--- src/err_report_pkg.sv ---
// package: constants and types for the counter unit error reporter
package err_report_pkg;

    // ----------------------------------------
    // host word offsets
    // ----------------------------------------
    localparam logic [7:0] error_code_first_word_off = 8'h11;
    localparam logic [7:0] error_code_second_word_off = 8'h12;
    localparam logic [7:0] global_error_status_word_off = 8'h13;
    localparam int global_error_bit = 0;

    // ----------------------------------------
    // sizes and reset values
    // ----------------------------------------
    localparam int log_depth = 30;
    localparam logic [4:0] log_last = 5'h1d;
    localparam logic [15:0] word_reset = 16'h0000;
    localparam int category_count = 6;

    // ----------------------------------------
    // system refresh timing
    // ----------------------------------------
    localparam int refresh_limit_s = 11;
    localparam int clock_hz = 40000000;
    localparam longint refresh_limit_cycles = longint'(refresh_limit_s) * longint'(clock_hz);

    // ----------------------------------------
    // error categories, code word and indicator types
    // ----------------------------------------
    typedef enum logic [2:0]
    {
        cat_config_memory,
        cat_host_write,
        cat_over_under,
        cat_preset,
        cat_irq_queue_full,
        cat_system
    } category_e;

    typedef struct packed
    {
        logic [15:0] first;
        logic [15:0] second;
    } error_code_s;

    typedef struct packed
    {
        logic run;
        logic cond_err;
        logic host_err;
    } indicators_s;

endpackage : err_report_pkg

--- src/counter_unit_error_reporter.sv ---
// module: error indicators, code words and error history log
`timescale 1ns/1ps
module counter_unit_error_reporter
(
    input wire logic clock_in,
    input wire logic nrst_in,
    input wire logic setup_fault_in,
    input wire logic classification_fault_in,
    input wire logic watchdog_expired_in,
    input wire logic system_error_in,
    input wire logic error_valid_in,
    input wire err_report_pkg::category_e error_category_in,
    input wire err_report_pkg::error_code_s error_code_in,
    input wire logic error_clear_in,
    input wire logic read_next_error_in,
    input wire logic [7:0] host_addr_in,
    output logic [15:0] host_rdata_out,
    output err_report_pkg::indicators_s indicators_out,
    output err_report_pkg::error_code_s code_words_out,
    output logic global_error_out,
    output logic counting_stopped_out
);

    // ----------------------------------------
    // read-next pin synchroniser and rising-edge detect
    // ----------------------------------------
    logic [1:0] rne_sync;
    logic rne_prev;
    logic rne_rise;

    always_ff @(posedge clock_in or negedge nrst_in)
    begin
        if (!nrst_in)
        begin
            rne_sync <= 2'b00;
            rne_prev <= 1'b0;
        end
        else
        begin
            rne_sync <= {rne_sync[0], read_next_error_in};
            rne_prev <= rne_sync[1];
        end
    end

    assign rne_rise = rne_sync[1] & ~rne_prev;

    // ----------------------------------------
    // history log
    // ----------------------------------------
    err_report_pkg::error_code_s log_mem [err_report_pkg::log_depth];
    logic [4:0] log_count;
    logic [4:0] log_head;
    logic [4:0] read_idx;
    logic [4:0] next_head;
    logic [4:0] read_pos;
    logic [5:0] pos_sum;

    assign next_head = (log_head == err_report_pkg::log_last) ? 5'h00 : log_head + 5'h01;
    assign pos_sum = {1'b0, log_head} + {1'b0, read_idx};
    assign read_pos = (pos_sum >= 6'(err_report_pkg::log_depth)) ?
        5'(pos_sum - 6'(err_report_pkg::log_depth)) : pos_sum[4:0];

    always_ff @(posedge clock_in)
    begin
        if (error_valid_in)
        begin
            log_mem[(log_count == 5'(err_report_pkg::log_depth)) ? log_head :
                5'((32'(log_head) + 32'(log_count)) % err_report_pkg::log_depth)]
                <= error_code_in;
        end
    end

    always_ff @(posedge clock_in or negedge nrst_in)
    begin
        if (!nrst_in)
        begin
            log_count <= 5'h00;
            log_head <= 5'h00;
        end
        else if (error_valid_in)
        begin
            if (log_count == 5'(err_report_pkg::log_depth))
            begin
                log_head <= next_head;
            end
            else
            begin
                log_count <= log_count + 5'h01;
            end
        end
    end

    // ----------------------------------------
    // code words and read-next scrolling
    // ----------------------------------------
    always_ff @(posedge clock_in or negedge nrst_in)
    begin
        if (!nrst_in)
        begin
            code_words_out <= '0;
            read_idx <= 5'h00;
        end
        else if (error_valid_in)
        begin
            code_words_out <= error_code_in;
            read_idx <= 5'h00;
        end
        else if (error_clear_in)
        begin
            code_words_out <= '0;
            read_idx <= 5'h00;
        end
        else if (rne_rise)
        begin
            if (read_idx < log_count)
            begin
                code_words_out <= log_mem[read_pos];
                read_idx <= read_idx + 5'h01;
            end
            else
            begin
                code_words_out <= '0;
                read_idx <= 5'h00;
            end
        end
    end

    // ----------------------------------------
    // global flag, counting stop
    // ----------------------------------------
    always_ff @(posedge clock_in or negedge nrst_in)
    begin
        if (!nrst_in)
        begin
            global_error_out <= 1'b0;
            counting_stopped_out <= 1'b0;
        end
        else
        begin
            if (error_valid_in)
            begin
                global_error_out <= 1'b1;
            end
            else if (error_clear_in)
            begin
                global_error_out <= 1'b0;
            end
            if (error_valid_in && error_category_in == err_report_pkg::cat_config_memory)
            begin
                counting_stopped_out <= 1'b1;
            end
        end
    end

    // ----------------------------------------
    // indicators, by priority
    // ----------------------------------------
    always_ff @(posedge clock_in or negedge nrst_in)
    begin
        if (!nrst_in)
        begin
            indicators_out <= '{run: 1'b0, cond_err: 1'b0, host_err: 1'b0};
        end
        else if (watchdog_expired_in)
        begin
            indicators_out <= '{run: 1'b0, cond_err: 1'b0, host_err: 1'b0};
        end
        else if (classification_fault_in)
        begin
            indicators_out <= '{run: 1'b0, cond_err: 1'b1, host_err: 1'b1};
        end
        else if (setup_fault_in)
        begin
            indicators_out <= '{run: 1'b0, cond_err: 1'b0, host_err: 1'b1};
        end
        else if (counting_stopped_out ||
            (error_valid_in && error_category_in == err_report_pkg::cat_config_memory))
        begin
            indicators_out <= '{run: 1'b0, cond_err: 1'b1, host_err: 1'b0};
        end
        else if (system_error_in)
        begin
            indicators_out <= '{run: 1'b1, cond_err: 1'b0, host_err: 1'b1};
        end
        else if (error_valid_in || (global_error_out && !error_clear_in))
        begin
            indicators_out <= '{run: 1'b1, cond_err: 1'b1, host_err: 1'b0};
        end
        else
        begin
            indicators_out <= '{run: 1'b1, cond_err: 1'b0, host_err: 1'b0};
        end
    end

    // ----------------------------------------
    // host word read port
    // ----------------------------------------
    always_ff @(posedge clock_in or negedge nrst_in)
    begin
        if (!nrst_in)
        begin
            host_rdata_out <= err_report_pkg::word_reset;
        end
        else
        begin
            case (host_addr_in)
                err_report_pkg::error_code_first_word_off:
                    host_rdata_out <= code_words_out.first;
                err_report_pkg::error_code_second_word_off:
                    host_rdata_out <= code_words_out.second;
                err_report_pkg::global_error_status_word_off:
                    host_rdata_out <= {15'h0000, global_error_out};
                default:
                    host_rdata_out <= err_report_pkg::word_reset;
            endcase
        end
    end
endmodule : counter_unit_error_reporter

--- config.mk ---
export PLATFORM = sky130hd
export DESIGN_NAME = counter_unit_error_reporter
export DESIGN_NICKNAME = d
export VERILOG_FILES = /design/src/err_report_pkg.sv /design/src/counter_unit_error_reporter.sv
export SDC_FILE = /design/constraint.sdc
export NUM_CORES = 1
export LEC_CHECK = 0
export BUFFER_PORTS_ARGS = -buffer_cell sky130_fd_sc_hd__buf_4
export CAP_MARGIN = 20
export CORE_MARGIN = 2
export CORE_UTILIZATION = 25
export CTS_BUF_LIST = sky130_fd_sc_hd__clkbuf_4 sky130_fd_sc_hd__clkbuf_8
export DETAILED_ROUTE_END_ITERATION = 8
export PLACE_DENSITY_LB_ADDON = 0.3
export SETUP_SLACK_MARGIN = 0.5
export SLEW_MARGIN = 0
export SYNTH_ARGS = -nofsm -noshare
export SYNTH_HDL_FRONTEND = slang
export SYNTH_SLANG_ARGS = --single-unit
--- constraint.sdc ---
create_clock -name clock_in -period 7.25 [get_ports clock_in]
set_input_delay 0.3625 -clock clock_in [delete_from_list [all_inputs] [get_ports clock_in]]
set_output_delay 0.3625 -clock clock_in [all_outputs]
set_load 0.005 [all_outputs]
==> results of run 1 <==
-- state kept, by name, indices dropped and copies added, names as in the netlist --
name and cells:
global_error_out 1, log_count 5, rne_prev 1, rne_sync 2
host_rdata_out 16, log_mem 960, read_idx 5, code_words_out 32
indicators_out 3, counting_stopped_out 1, log_head 5
-- area by class of cell --
class                      instances  area (µm²)  share of cell area [%]
antenna                            3       7.507                 0.01426
clock buffer                     267        3218                   6.111
clock inverter                    49       451.7                  0.8577
inverter                          18       72.57                  0.1378
multi-input combinational       1790       13190                   25.04
sequential                      1031       30600                   58.11
tap                             2340        2928                   5.560
timing repair buffer             264        2192                   4.163
-- metal layers --
metal / vias up / GRT usage (%) / wire [µm]
met1: 14500 / 19.78 / 59620
met5: - / 0 / 0
met4: 0 / 6.968 / 5984
li1: 12550 / - / -
met3: 250 / 2.812 / 8086
met2: 956 / 24.94 / 67780
-- synthesized netlist by cell type (16+ instances only) --
cell type	number	area [µm²]
mux4_2	32	720.7
o41ai_1	32	280.3
a21oi_1	275	1376
mux2i_1	353	3533
o22ai_1	65	406.6
a22o_1	16	140.1
clkbuf_1	141	529.3
nand2_1	218	818.3
buf_1	33	123.9
dfrtp_1	71	1777
buf_2	41	205.2
o21ai_0	16	80.08
nor2_1	216	810.8
inv_1	16	60.06
mux2_2	66	743.2
o21a_1	37	277.8
nand3_1	43	215.2
a32o_1	32	320.3
a211oi_1	227	1704
edfxtp_1	960	28830
ha_1	22	275.3
nor3_1	38	190.2
a311oi_1	30	262.8
-- where the power goes --
| group | switching, W | internal [W] | leakage, nW |
|---|---|---|---|
| clock | 0.00243 | 0.00300 | 1.95 |
| sequential | 0.000513 | 0.00760 | 9.55 |
| combinational | 0.00498 | 0.00263 | 6.01 |
| total | 0.00792 | 0.0132 | 17.5 |
-- worst max-delay path: stages, from the launching register on --
cell      delay (ns)
dfrtp_1         0.49
ha_4            0.22
fa_4            0.80
buf_4           0.74
ha_2            0.60
buf_4           0.64
nand3_2         0.81
buf_4           0.49
o22ai_1         0.20
o41ai_1         0.12
a311oi_1        0.34
-- final timing paths --
| path | cells past startpoint | end | startpoint |
|---|---|---|---|
| worst max-delay path | 10 | code_words_out[9] | log_head[0] |
| min in group asynchronous | 4 | rne_sync[0] | nrst_in |
| worst min register to register | 0 | rne_prev | rne_sync[1] |
| worst min-delay path | 3 | log_head[4] | error_valid_in |
| worst max register to register | 10 | code_words_out[9] | log_head[0] |
| max in group asynchronous | 4 | host_rdata_out[11] | nrst_in |
-- through the flow --
step | hold WS (ns) | power, W
after CTS | 0.02560 | 0.02135
after global placement | 0.3679 | 0.01577
after global routing | 0.09607 | 0.02216
after detailed placement | 0.3648 | 0.01583
after floorplan | 0.06691 | 0.01298
final | 0.1187 | 0.02115
-- cells by family (layout without fill, tap and decap cells) --
kind of cell / after synthesis / after routing / synth area share (%)
muxes: 451 / 451 / 11.25
buffers and inverters: 241 / 598 / 2.244
and+or+nand+nor: 537 / 537 / 4.956
AOI/OAI and AO/OA: 768 / 768 / 11.73
adders and majority gates: 24 / 24 / 0.7096
other: 0 / 3 / 0
DFF: 1031 / 1031 / 68.87
xor gates and xnor gates: 10 / 10 / 0.2450
==> flow_summary.ini, run 1 <==
[status]
status = finished clean

[die]
die_w_um = 425.6
io_pins = 105
initial_core_util_pct = 25.20
die_area_mm2 = 0.1811
die_h_um = 425.6
core.rowCount = 154
placeableCoreArea_mm2 = 0.1763

[worst_hold_path]
hp-class = in2reg

[place]
numPortBuffers = 104
dp_slack_ns = 1.617
post_dp_cell_area_mm2 = 0.04845
dp_hpwl_um = 85950
dp.cells = 5393
gp_congestion = 0.8124

[global_routing]
grt_pass1_wl_um = 202000
grt_usage_pct = 15.33
grt_max_degree = 80
grt_antenna_before_repair = 3
grt_pass1_vias = 27630
overflow = 0

[cts]
cts_buffers = 175
clk_pin_slew_ns = 0.06
cts_hold_buf = 49
cts_tree = built
post_cts_buffers = 0
cts-root-buf = clkbuf_8
htreeDepth = 4
cts_resized = 0
numClockSinks = 1031
cts_buffer_depth = 3
clkLatencyLatePin_ns = 0.92

[timing]
period_needed_ns = 5.590
setup_violations = 0
rsz0062_at_grt = false
finalClockSkew_ns = 0.05127
post-route-period-util_pct = 77.10
relSlewSlack_pct = 23.36
hold_viol = 0
worstMarginPinSlew_ns = 1.150
fmax_mhz = 178.9
fin_setup_tns_ns = 0
slew_violations = 0
fin_ws_ns = 1.660

[critical_path]
path_class = reg2reg
end_kind = flip-flop
cp.arrival_ns = 6.38
crit_path_start_kind = flip-flop
cp.required_ns = 8.04
r2r_slack_ns = 1.66
cp_max_fo = 68

[route]
vias = 28250
drt-total-wl_um = 141500
drt_iter0_markers = 2593
drtPass1Iterations = 5
viasPerCell = 4.903
remaining_drc_errors = 0
wire_per_inst_um = 24.55
final_antenna_net_count = 0

[logic_synthesis]
synth.distinct_cells = 65
ys_ff_latch = 1031
async_flop_share_pct = 6.887
ys_seq_area_share_pct = 68.87
syn_area_per_cell_um2 = 14.51
yosys_warnings = 0
synthesis.nets = 3138
syn_inst = 3062
synthFlopType = edfxtp_1
syn_area_mm2 = 0.04444
synth_edf_count = 960

[finish]
fillCellCount = 17490
drive_gt1_share_pct = 19.98
final_area_mm2 = 0.05266
fin_cells = 5762
layout_commonest_cell = edfxtp_1
fin_nets = 3356
layout_common_cells = 960 x edfxtp_1, 353 x mux2i_1, 272 x a21oi_1, 227 x a211oi_1, 216 x nand2_1
syn2layout_area_growth_pct = 18.51
utilization_pct = 29.87

[power_and_ir_drop]
p_per_area_mw_per_mm2 = 401.6
ir_drop_mv = 0.2383
p_leak_nw = 17.51

[flow_run]
cap_violations = 0
No activity file was read; power rests on OpenSTA's default activity.
==> run 2, diff against run 1 <==
--- a/config.mk
+++ b/config.mk
@@ -5,6 +5,7 @@
 export SDC_FILE = /design/constraint.sdc
 export NUM_CORES = 1
 export LEC_CHECK = 0
+export ABC_AREA = 1
 export BUFFER_PORTS_ARGS = -buffer_cell sky130_fd_sc_hd__buf_4
 export CAP_MARGIN = 20
 export CORE_MARGIN = 2
==> constraint.sdc (replaced) <==
create_clock -name clock_in -period 4.97 [get_ports clock_in]
set_input_delay 0.2485 -clock clock_in [delete_from_list [all_inputs] [get_ports clock_in]]
set_output_delay 0.2485 -clock clock_in [all_outputs]
set_load 0.005 [all_outputs]
==> run 2 against run 1 <==
Combinational power is 79% higher. Critical endpoint is now log_mem[12][15]. Cell count rose by 1.2%. Maximum frequency rose by 34%. Routed wire length shrank 3.5%. Global-route usage decreased by 0.21 points. Via count is 4.7% lower. Clock skew increased by 0.0040 ns. Sequential power is 49% higher. Highest routed layer unchanged. Critical path type unchanged.
==> flow_summary.ini, run 2 <==
[logic_synthesis]
synth.area.top_cells = edfxtp_1 66%, mux2_2 12%, nand3_1 7.7%
syn_inst = 3114
synthFlopType = edfxtp_1
syn_area_mm2 = 0.04351
yosysMostFrequentCell = edfxtp_1
ys_seq_area_share_pct = 70.34
synth_top_area_share_pct = 66.25
synth_edf_count = 960
ys_ff_latch = 1031
synth.largest_area_cell = edfxtp_1
syn_area_per_cell_um2 = 13.97
synth_common_cells = 960 x edfxtp_1, 669 x nand3_1, 448 x mux2_2, 383 x nand2_1, 106 x inv_1
yosys_warnings = 0
synth.distinct_cells = 42
async_flop_share_pct = 6.887
synthesis.nets = 3190

[route]
drt-total-wl_um = 136500
viasPerCell = 4.617
drtPass1Iterations = 5
drt_iter0_markers = 2002
vias = 26930
final_antenna_net_count = 0
remaining_drc_errors = 0
wire_per_inst_um = 23.40

[die]
die_w_um = 421.2
core.rowCount = 153
die_h_um = 421.2
io_pins = 105
die_area_mm2 = 0.1774
initial_core_util_pct = 25.09
placeableCoreArea_mm2 = 0.1734

[finish]
syn2layout_area_growth_pct = 19.89
fin_nets = 3442
drive_gt1_share_pct = 28.07
layout_commonest_cell = edfxtp_1
largest_register_ffs = 960
layout_common_cells = 960 x edfxtp_1, 669 x nand3_1, 448 x mux2_2, 377 x nand2_1, 177 x clkbuf_8
utilization_pct = 30.08

[timing]
timing.hold.ws_ns = 0.2218
finalClockSkew_ns = 0.05522
slew_violations = 0
fmax_mhz = 240.3
setup_violations = 0
period_needed_ns = 4.161
relSlewSlack_pct = 24.04
rsz0062_at_grt = false
fin_setup_tns_ns = 0
hold_viol = 0
worstMarginPinSlew_ns = 1.138
post-route-period-util_pct = 83.72

[power_and_ir_drop]
p_per_area_mw_per_mm2 = 639.5
ir_drop_mv = 0.4703
p_leak_nw = 18.16

[global_routing]
overflow = 0
grt_max_degree = 103
grt_usage_pct = 15.11
grt_pass1_wl_um = 196800
grt_antenna_before_repair = 6
grt_pass1_vias = 27380

[cts]
cts_tree = built
cts-root-buf = clkbuf_8
cts_buffers = 166
clk_pin_slew_ns = 0.06
numClockSinks = 1031
cts_resized = 0
cts_buffer_depth = 3
htreeDepth = 4
clkLatencyLatePin_ns = 0.88

[critical_path]
cp.required_ns = 5.48
path_class = reg2reg
crit_path_start_kind = flip-flop
end_kind = flip-flop
cp.arrival_ns = 4.67
cp_max_fo = 21

[status]
status = finished clean

[flow_run]
cap_violations = 0

[place]
dp_hpwl_um = 77700
gp_congestion = 0.8079
numPortBuffers = 104

[worst_hold_path]
hp-class = in2reg
## run 2: cell types whose count changed in the layout (fill, tap and decap cells not counted), sizes merged, moves of 33 or more
cell,delta
a211oi,-227
a21oi,-200
a311oi,-34
inv,+96
mux2,+382
mux2i,-320
nand2,+166
nand3,+627
nor2,-129
nor3,-33
o21a,-37
o22ai,-49
## run 2: layer usage
metal / up-vias / global-route usage [%] / share of wire, %
met4: 0 / 5.179 / 2.8
met3: 226 / 2.641 / 4.6
met5: - / 0 / 0
li1: 12070 / - / -
met1: 13850 / 19.40 / 43
met2: 793 / 25.61 / 50
## run 2: per-stage QoR
step                      area, µm²  std cells  power [W]  setup WS, ns
after floorplan               43510       3114    0.02040        0.6016
after global placement        47970       5452    0.02592        0.5781
after detailed placement      47970       5452    0.02590        0.6388
after CTS                     52050       5816    0.03371        0.5992
after global routing          52160       5829    0.03517        0.5169
final                         52170       5833    0.03336        0.8090
## run 2: path summary, 6_finish.rpt
kind | slack, ns | endpoint | depth (start not counted) | startpoint
setup / recovery | 0.81 | log_mem[12][15] | 17 | log_head[0]
hold / removal | 0.22 | global_error_out | 5 | error_clear_in
setup reg to reg | 0.81 | log_mem[12][15] | 17 | log_head[0]
hold reg to reg | 0.36 | rne_sync[1] | 0 | rne_sync[0]
max in group asynchronous | 3.91 | code_words_out[20] | 4 | nrst_in
min in group asynchronous | 0.36 | code_words_out[27] | 3 | nrst_in
## run 2: final cells by class
type | instances | area, µm²
fill | 17580 | 121300
sequential | 1031 | 30600
multi-input combinational | 1786 | 11980
tap | 2325 | 2909
clock buffer | 238 | 2894
timing repair buffer | 273 | 2780
clock inverter | 66 | 571.8
inverter | 108 | 406.6
antenna | 6 | 15.01
## run 2: power breakdown
part | internal [W] | switching, W | total (W)
Sequential | 0.0115 | 0.000581 | 0.0121
Clock | 0.00412 | 0.00352 | 0.00764
Combinational | 0.00484 | 0.00879 | 0.0136
Total | 0.0205 | 0.0129 | 0.0334
## run 2: cell families after synthesis
group	after synthesis	share of synthesized area [%]
and+or+nand+nor	1162	12.14
DFF	1031	70.34
muxes	481	12.35
buffers and inverters	297	2.896
AOI/OAI and AO/OA	108	1.326
adders and majority gates	24	0.7246
xor gates and xnor gates	11	0.2214
## run 2: critical path, cell delays in order, from the launching register on
cell and delay, ns:
dfrtp_1 0.52, ha_1 0.23, inv_1 0.05, fa_1 0.40, o21ai_0 0.24, xnor2_1 0.19
nor2_2 0.09, ha_1 0.28, nor2_1 0.10, nand2_1 0.06, nand2_1 0.07, nand2_1 0.12
o211ai_1 0.18, nand2_1 0.17, inv_1 0.16, nand3_1 0.31, nor2_4 0.22, buf_4 0.39
## run 2: repair_timing
item / CTS / global route
buffers inserted: 0 / 11
endpoints found under the setup margin: 0 / 55
hold endpoints to repair: 1063 / 0
hold buffers: 60 / 0
